[src/include/tbs_map.svh]
// constants of the tape boot streamer: timing, framing, characters
// assumes the system clock runs at 50 MHz
`ifndef TBS_MAP_SVH
`define TBS_MAP_SVH
`define TBS_CLK_HZ       32'h02fa_f080
`define TBS_CLK_NS       32'h0000_0014
`define TBS_SETTLE_NS    32'h3b9a_ca00
`define TBS_SETTLE_CYC   (`TBS_SETTLE_NS / `TBS_CLK_NS)
`define TBS_BAUD_BASE    32'h0000_2580
`define TBS_BIT_CYC_BASE (`TBS_CLK_HZ / `TBS_BAUD_BASE)
`define TBS_FRAME_BITS   8'h0a
`define TBS_DIGIT_FRAMES 8'h01
`define TBS_CTRL_FRAMES  8'h0f
`define TBS_BREAK_FRAMES 8'h02
`define TBS_TERM_CHAR    8'h67
`define TBS_DIGIT_LO     8'h30
`define TBS_DIGIT_HI     8'h37
`define TBS_MARK         1'b1
`define TBS_SPACE        1'b0
`endif

[src/include/tbs_pkg.sv]
// types of the tape boot streamer
// assumes nothing of its surroundings
package tbs_pkg;
    typedef enum logic [6:0] {
        TBS_IDLE   = 7'h01,
        TBS_SETTLE = 7'h02,
        TBS_SEEK   = 7'h04,
        TBS_BREAK  = 7'h08,
        TBS_LOAD   = 7'h10,
        TBS_SEND   = 7'h20,
        TBS_PACE   = 7'h40
    } tbs_state_t;

    typedef enum logic [1:0] {
        TBS_B9600  = 2'h0,
        TBS_B19200 = 2'h1,
        TBS_B38400 = 2'h2
    } tbs_baud_t;

    // bit period and bit count of the interval being timed
    typedef struct packed {
        logic [15:0] period;
        logic [7:0]  bits;
    } tbs_pace_t;
endpackage : tbs_pkg

[src/design/tbs_streamer.sv]
// tape boot streamer: boot switch watch, settle wait, seek, break,
// paced serial transmission of tape characters to the host console
// assumes tape bytes arrive with valid/ready after the seek completes
`timescale 1ns/1ps
`include "tbs_map.svh"

// ============================================================
// fifo between tape read channel and transmitter
module tbs_fifo #(
    parameter int WIDTH = 8,
    parameter int DEPTH = 16
) (
    // clock and reset
    input  wire logic             i_clk,
    input  wire logic             i_srst,
    input  wire logic             i_flush,
    // fill side
    input  wire logic             i_in_valid,
    input  wire logic [WIDTH-1:0] i_in_data,
    output logic                  o_in_ready,
    // drain side
    output logic                  o_out_valid,
    output logic [WIDTH-1:0]      o_out_data,
    input  wire logic             i_out_ready
);
    localparam int AW = $clog2(DEPTH);
    logic [WIDTH-1:0] mem_reg [DEPTH];
    logic [AW-1:0]    wr_ptr_reg;
    logic [AW-1:0]    rd_ptr_reg;
    logic [AW:0]      count_reg;
    logic [AW:0]      count_next;
    logic             ready_reg;
    wire              push = i_in_valid & ready_reg;
    wire              pop  = i_out_ready & (count_reg != '0);

    assign count_next  = count_reg + {{AW{1'b0}}, push}
                         - {{AW{1'b0}}, pop};
    assign o_in_ready  = ready_reg;
    assign o_out_valid = count_reg != '0;
    assign o_out_data  = mem_reg[rd_ptr_reg];

    always_ff @(posedge i_clk) begin
        if (i_srst || i_flush) begin
            wr_ptr_reg <= '0;
            rd_ptr_reg <= '0;
            count_reg  <= '0;
            ready_reg  <= 1'b0;
        end else begin
            wr_ptr_reg <= wr_ptr_reg + AW'(push);
            rd_ptr_reg <= rd_ptr_reg + AW'(pop);
            count_reg  <= count_next;
            // registered ready: full is seen one cycle ahead
            ready_reg  <= count_next != (AW+1)'(DEPTH);
        end
    end

    always_ff @(posedge i_clk) begin
        if (push) begin
            mem_reg[wr_ptr_reg] <= i_in_data;
        end
    end
endmodule : tbs_fifo

// ============================================================
// top of the streamer
// Overview of operation
// at power-up a closed boot switch starts boot after one second
// in idle an open-then-close of the switch starts boot after one second
// boot seeks drive 0 block 0, then sends break, then tape characters
// after an octal digit character wait one 9600 baud character time
// after any other character wait fifteen character times
// after sending the terminating letter G return to idle
// boot runs only at 9600, 19200 or 38400 baud
// boot input is active when grounded by the closed switch
// break holds the line spacing longer than one character frame
// a character time is ten bits: start, eight data, one stop
module tbs_streamer #(
    parameter int SETTLE_CYC = `TBS_SETTLE_CYC,
    parameter int BIT_CYC    = `TBS_BIT_CYC_BASE
) (
    // clock and reset
    input  wire logic       i_sys_clk,
    input  wire logic       i_srst,
    // boot switch and line rate
    input  wire logic       i_boot_request_pin_n,
    input  wire logic [1:0] i_baud_sel,
    // tape positioning
    output logic            o_seek_req,
    input  wire logic       i_seek_done,
    // tape characters
    input  wire logic       i_tape_valid,
    input  wire logic [7:0] i_tape_data,
    output logic            o_tape_ready,
    // host serial line and status
    output logic            o_txd,
    output logic            o_boot_active
);
    // ========================================================
    // functions
    function automatic logic is_digit(input logic [7:0] c);
        return (c >= `TBS_DIGIT_LO) && (c <= `TBS_DIGIT_HI);
    endfunction : is_digit

    function automatic logic [15:0] bit_period(input logic [1:0] s);
        logic [15:0] base;
        base = 16'(BIT_CYC);
        unique case (tbs_pkg::tbs_baud_t'(s))
            tbs_pkg::TBS_B19200: return base >> 1;
            tbs_pkg::TBS_B38400: return base >> 2;
            default:             return base;
        endcase
    endfunction : bit_period

    // ========================================================
    // state and registers
    tbs_pkg::tbs_state_t state_reg;
    tbs_pkg::tbs_state_t state_next;
    tbs_pkg::tbs_pace_t  pace_reg;
    tbs_pkg::tbs_pace_t  pace_next;
    logic [31:0] settle_cnt_reg;
    logic [15:0] div_cnt_reg;
    logic [7:0]  bit_cnt_reg;
    logic [8:0]  shift_reg;
    logic [7:0]  char_reg;
    logic        txd_reg;
    logic        seek_reg;
    logic        active_reg;
    logic        pwrup_reg;
    logic        open_reg;
    logic        fifo_valid;
    logic [7:0]  fifo_data;
    logic        fifo_ready;

    // ========================================================
    // decode
    wire st_idle   = state_reg == tbs_pkg::TBS_IDLE;
    wire st_settle = state_reg == tbs_pkg::TBS_SETTLE;
    wire st_seek   = state_reg == tbs_pkg::TBS_SEEK;
    wire st_break  = state_reg == tbs_pkg::TBS_BREAK;
    wire st_load   = state_reg == tbs_pkg::TBS_LOAD;
    wire st_send   = state_reg == tbs_pkg::TBS_SEND;
    wire st_pace   = state_reg == tbs_pkg::TBS_PACE;
    wire sw_closed = ~i_boot_request_pin_n;
    wire start_boot = st_idle & sw_closed & (pwrup_reg | open_reg);
    wire settle_end = st_settle
                      & (settle_cnt_reg == 32'(SETTLE_CYC - 1));
    wire tick       = div_cnt_reg == pace_reg.period - 16'h0001;
    wire last_bit   = tick & (bit_cnt_reg == pace_reg.bits - 8'h01);
    wire frame_end  = st_send & last_bit;
    wire take_char  = st_load & fifo_valid;
    wire term_sent  = frame_end & (char_reg == `TBS_TERM_CHAR);
    wire [15:0] line_period = bit_period(i_baud_sel);
    wire [7:0]  ctrl_bits   = 8'(`TBS_CTRL_FRAMES * `TBS_FRAME_BITS);
    wire [7:0]  brk_bits    = 8'(`TBS_BREAK_FRAMES * `TBS_FRAME_BITS);
    wire [7:0]  dig_bits    = 8'(`TBS_DIGIT_FRAMES * `TBS_FRAME_BITS);

    // ========================================================
    // sequencer
    always_comb begin
        state_next = state_reg;
        pace_next  = pace_reg;
        unique case (state_reg)
            tbs_pkg::TBS_IDLE:
                if (start_boot) state_next = tbs_pkg::TBS_SETTLE;
            tbs_pkg::TBS_SETTLE:
                if (settle_end) state_next = tbs_pkg::TBS_SEEK;
            tbs_pkg::TBS_SEEK: begin
                if (i_seek_done) begin
                    state_next = tbs_pkg::TBS_BREAK;
                    pace_next  = '{period: line_period, bits: brk_bits};
                end
            end
            tbs_pkg::TBS_BREAK: begin
                if (last_bit) begin
                    // one frame of marking before the first character
                    state_next = tbs_pkg::TBS_PACE;
                    pace_next.bits = `TBS_FRAME_BITS;
                end
            end
            tbs_pkg::TBS_LOAD: begin
                if (fifo_valid) begin
                    state_next = tbs_pkg::TBS_SEND;
                    pace_next  = '{period: line_period,
                                   bits: `TBS_FRAME_BITS};
                end
            end
            tbs_pkg::TBS_SEND: begin
                if (term_sent) begin
                    state_next = tbs_pkg::TBS_IDLE;
                end else if (frame_end && is_digit(char_reg)) begin
                    state_next = tbs_pkg::TBS_PACE;
                    pace_next  = '{period: 16'(BIT_CYC), bits: dig_bits};
                end else if (frame_end) begin
                    state_next = tbs_pkg::TBS_PACE;
                    pace_next.bits = ctrl_bits;
                end
            end
            tbs_pkg::TBS_PACE:
                if (last_bit) state_next = tbs_pkg::TBS_LOAD;
            default: state_next = tbs_pkg::TBS_IDLE;
        endcase
    end

    always_ff @(posedge i_sys_clk) begin
        if (i_srst) begin
            state_reg <= tbs_pkg::TBS_IDLE;
            pace_reg  <= '{period: 16'h0001, bits: 8'h01};
        end else begin
            state_reg <= state_next;
            pace_reg  <= pace_next;
        end
    end

    // ========================================================
    // switch watch and settle timer
    always_ff @(posedge i_sys_clk) begin
        if (i_srst) begin
            pwrup_reg      <= 1'b1;
            open_reg       <= 1'b0;
            settle_cnt_reg <= 32'h0000_0000;
        end else begin
            if (st_idle) pwrup_reg <= 1'b0;
            if (!st_idle) open_reg <= 1'b0;
            else if (!sw_closed) open_reg <= 1'b1;
            settle_cnt_reg <= st_settle ? settle_cnt_reg + 32'h0000_0001
                                        : 32'h0000_0000;
        end
    end

    // ========================================================
    // bit timer
    always_ff @(posedge i_sys_clk) begin
        if (i_srst || state_next != state_reg) begin
            div_cnt_reg <= 16'h0000;
            bit_cnt_reg <= 8'h00;
        end else if (tick) begin
            div_cnt_reg <= 16'h0000;
            bit_cnt_reg <= bit_cnt_reg + 8'h01;
        end else begin
            div_cnt_reg <= div_cnt_reg + 16'h0001;
        end
    end

    // ========================================================
    // transmitter and outputs
    always_ff @(posedge i_sys_clk) begin
        if (i_srst) begin
            txd_reg    <= `TBS_MARK;
            shift_reg  <= 9'h000;
            char_reg   <= 8'h00;
            seek_reg   <= 1'b0;
            active_reg <= 1'b0;
        end else begin
            seek_reg   <= settle_end | (st_seek & ~i_seek_done);
            active_reg <= state_next != tbs_pkg::TBS_IDLE;
            if (st_seek && i_seek_done) begin
                txd_reg <= `TBS_SPACE;
            end else if (st_break && last_bit) begin
                txd_reg <= `TBS_MARK;
            end else if (take_char) begin
                txd_reg   <= `TBS_SPACE;
                shift_reg <= {`TBS_MARK, fifo_data};
                char_reg  <= fifo_data;
            end else if (st_send && tick && !last_bit) begin
                txd_reg   <= shift_reg[0];
                shift_reg <= {`TBS_MARK, shift_reg[8:1]};
            end
        end
    end

    assign o_txd         = txd_reg;
    assign o_seek_req    = seek_reg;
    assign o_boot_active = active_reg;

    tbs_fifo #(
        .WIDTH (8),
        .DEPTH (16)
    ) u_fifo (
        .i_clk       (i_sys_clk),
        .i_srst      (i_srst),
        .i_flush     (st_idle | st_settle),
        .i_in_valid  (i_tape_valid),
        .i_in_data   (i_tape_data),
        .o_in_ready  (fifo_ready),
        .o_out_valid (fifo_valid),
        .o_out_data  (fifo_data),
        .i_out_ready (st_load)
    );
    assign o_tape_ready = fifo_ready;

    logic [31:0] hlp_len_reg;
    always_ff @(posedge i_sys_clk) begin
        hlp_len_reg <= (st_settle || st_break) ? hlp_len_reg + 32'h0000_0001
                                               : 32'h0000_0000;
    end
endmodule : tbs_streamer

[config.mk]
export PLATFORM = sky130hd
export DESIGN_NAME = tbs_streamer
export DESIGN_NICKNAME = d
export VERILOG_FILES = /design/src/include/tbs_pkg.sv /design/src/design/tbs_streamer.sv
export VERILOG_INCLUDE_DIRS = /design/src /design/src/include
export SDC_FILE = /design/constraint.sdc
export NUM_CORES = 1
export LEC_CHECK = 0
export BUFFER_PORTS_ARGS = -buffer_cell sky130_fd_sc_hd__buf_4
export CAP_MARGIN = 15
export CORE_MARGIN = 3
export CORE_UTILIZATION = 50
export DETAILED_ROUTE_END_ITERATION = 10
export GPL_TIMING_DRIVEN = 0
export PLACE_DENSITY = 0.63
export SYNTH_ARGS = -nofsm -noshare
export SYNTH_HDL_FRONTEND = slang
export SYNTH_SLANG_ARGS = --single-unit
[constraint.sdc]
create_clock -name i_sys_clk -period 5.8 [get_ports i_sys_clk]
set_input_delay 1.74 -clock i_sys_clk [delete_from_list [all_inputs] [get_ports i_sys_clk]]
set_output_delay 1.74 -clock i_sys_clk [all_outputs]
set_load 0.005 [all_outputs]
==> impl_metrics.json <==
{
  "timing_worst_slew_pin_value_ps": 913,
  "totalWireLength_microns": 20500,
  "detail_route.iter0.violations": 343,
  "route.vias.total": 6809,
  "hp-class": "reg -> reg",
  "worstSetupPathType": "reg -> reg",
  "antenna_found_initial": 0,
  "path_delay_family": "simple AND/OR/NAND/NOR gates",
  "cts_root_buf": "clkbuf_16",
  "post-place-cells": 1189,
  "irDropWorstVdd_v": 0.000244,
  "critical_path.n_buffers_inverters": 6,
  "place_area_sq_mm": 0.0110,
  "yosys-top-cells-count": "128 x edfxtp_1, 111 x dfxtp_1, 111 x nor2_1",
  "cp-end-kind": "register",
  "final_min_period_over_clock_period": 0.714,
  "synthCells": 899,
  "cp-startpoint": "state_reg[1]",
  "synthesis.area_sq_mm": 0.0105,
  "critical_path.most_common_cell": "inv_1",
  "maxUsedRoutingLayer": "met4",
  "critical_path_peak_fanout": 11,
  "number_of_flip_flops_in_the_largest_register": 128,
  "timing.setup.tns_ps": 0,
  "clock.fmax_ghz": 0.242,
  "total_power_w": 0.00345,
  "tritoncts.num_buffers": 26,
  "layout.cell_area.non_filler_sq_mm": 0.0118,
  "max_cap_viol_count": 0,
  "rows": 52,
  "critical_path.startpoint_type": "register",
  "route.antenna.remaining_nets": 0,
  "met1Wirelength_microns": 9600,
  "ys_dominant_reg_cell": "edfxtp_1",
  "synth.yosys.seq_area_share": 0.578,
  "arrival_time_at_the_worst_endpoint_ps": 4520,
  "critPathMaxStageDelay_ps": 640,
  "worst_hold_startpoint": "shift_reg[2]",
  "dieWidth_microns": 151,
  "synth.largest_area_cell": "edfxtp_1",
  "cts_post_setup_buffers_inserted": 0,
  "critical_path.slowest_cell": "or4_1",
  "post-route-min-period_ps": 4140,
  "synth-warning-count": 0,
  "diodes": 0,
  "routabilityCongestion": 0.782,
  "floorplan.die_area_sq_mm": 0.0228,
  "layoutNonFillerInstCount": 1237,
  "synth_fp_nets": 934,
  "clockBufferDepth": 3,
  "first_global_vias": 6601,
  "cts_tree": "built",
  "globalRouteTotalUtil": 0.187,
  "powerDensity_mw_per_mm2": 293,
  "core_area_sq_mm": 0.0204,
  "grt_first_pass_wirelength_microns": 34100,
  "vias_per_instance": 5.50,
  "wl_met3_microns": 698,
  "drt_first_pass_iters": 4,
  "worst_slew_margin_relative_to_its_limit": 0.389,
  "yosysUniqueCellTypes": 72,
  "pin_count": 19,
  "ys_async_sr_fraction": 0,
  "port-buffer-count": 17,
  "setup_viol": 0,
  "synthTopCellsByArea": "edfxtp_1 37%, dfxtp_1 21%, mux4_2 5.4%",
  "timing.critical_path.cells": "clkbuf_1, or4_1, nor3_2, nand2b_1, clkinv_1, buf_1, ha_1, inv_1, ha_1, inv_1, fa_1, inv_1, a21oi_1, nor2_1, nor2_1, xnor2_1, a41oi_1",
  "nets": 983,
  "postCtsHoldBufs": 0,
  "power.static_leakage_nw": 3.91,
  "cts_max_level": 1,
  "dp.final_hpwl_microns": 14400,
  "clkSlewWorstSetupHoldPaths_ps": 50,
  "rsz0062_at_grt": "false",
  "grt_remaining_overflow": 0,
  "final_layout_size_suffix_gt1_frac": 0.113,
  "synth-edff-count": 128,
  "yosys.area.top_type_share": 0.366,
  "syn-mean-instance-area_sq_um": 11.7,
  "clock_skew_ps": 15.1,
  "synth_most_common_cell": "edfxtp_1",
  "clkSinkCount": 239,
  "layout.core_utilization": 0.577,
  "synth.ff_latch_count": 239,
  "clk_latency_ps": 520,
  "route.detailed.wl_per_inst_microns": 16.6,
  "initial_core_util": 0.514,
  "drc": 0,
  "final_hold_viol_count": 0,
  "die_height_microns": 151,
  "cts.repair.resized": 0,
  "area.growth.synth_to_final_pct": 12.3,
  "drv_slew": 0,
  "timing.rr.start": "state_reg[1]",
  "status": "finished, final reports clean",
  "cp_required_ps": 6180,
  "detailroute.wirelength.met2_microns": 9790,
  "maximum_number_of_pins_on_one_net_before_global_route_repair": 17
}
==> power breakdown <==
part,switching (W),internal (W)
Clock,0.000625,0.000900
Combinational,0.0000756,0.0000448
Sequential,0.00000937,0.00179
==> path summary, 6_finish.rpt <==
check	to	cells past startpoint	slack, ps
hold / removal	shift_reg[2]	2	450
setup / recovery	u_fifo.o_in_ready	17	1660
setup reg to reg	u_fifo.o_in_ready	17	1660
hold reg to reg	shift_reg[2]	2	450
==> per-layer routing <==
metal / vias to the layer above / track usage
met5: - / 0
met4: 0 / 0.0490
met1: 3301 / 0.262
met3: 37 / 0.0275
met2: 94 / 0.309
li1: 3377 / -
==> stage by stage <==
stage                     hold WS (ps)  setup slack (ps)
after global placement             437              1630
after global routing               476              1170
final                              451              1660
after detailed placement           445              1630
after CTS                          454              1600
after floorplan                    427              2280
==> kinds of logic (layout without fill, tap and decap cells) <==
| logic type | count (synthesis) | count (layout) | synth area share |
|---|---|---|---|
| and+or+nand+nor | 336 | 336 | 0.161 |
| DFF | 239 | 239 | 0.578 |
| AOI/OAI and AO/OA | 113 | 113 | 0.0740 |
| buffers and inverters | 74 | 142 | 0.0284 |
| xor gates and xnor gates | 65 | 65 | 0.0542 |
| muxes | 52 | 52 | 0.0796 |
| adders and majority gates | 20 | 20 | 0.0246 |
==> cell usage in the layout (no fill, tap or decap), drive strengths merged, types with 34 or more instances in the layout <==
master  count
xnor2      34
nand2      49
clkbuf     61
nand3      36
buf        36
a21oi      34
inv        36
nor2      111
edfxtp    128
dfxtp     111
==> worst min-delay path, cell delays in order (launching register included) <==
cell and delay [ps]:
dfxtp_1 310, nand2_1 50, a21oi_1 50
==> area by class of cell <==
type	instances	area [sq um]
Buffer	37	159
Timing Repair Buffer	21	150
Inverter	37	139
Clock inverter	8	38.8
Multi-Input combinational cell	586	4130
Tap cell	270	338
Fill cell	1761	8650
Clock buffer	39	761
Sequential cell	239	6070
(Power assumes the default switching activity.)
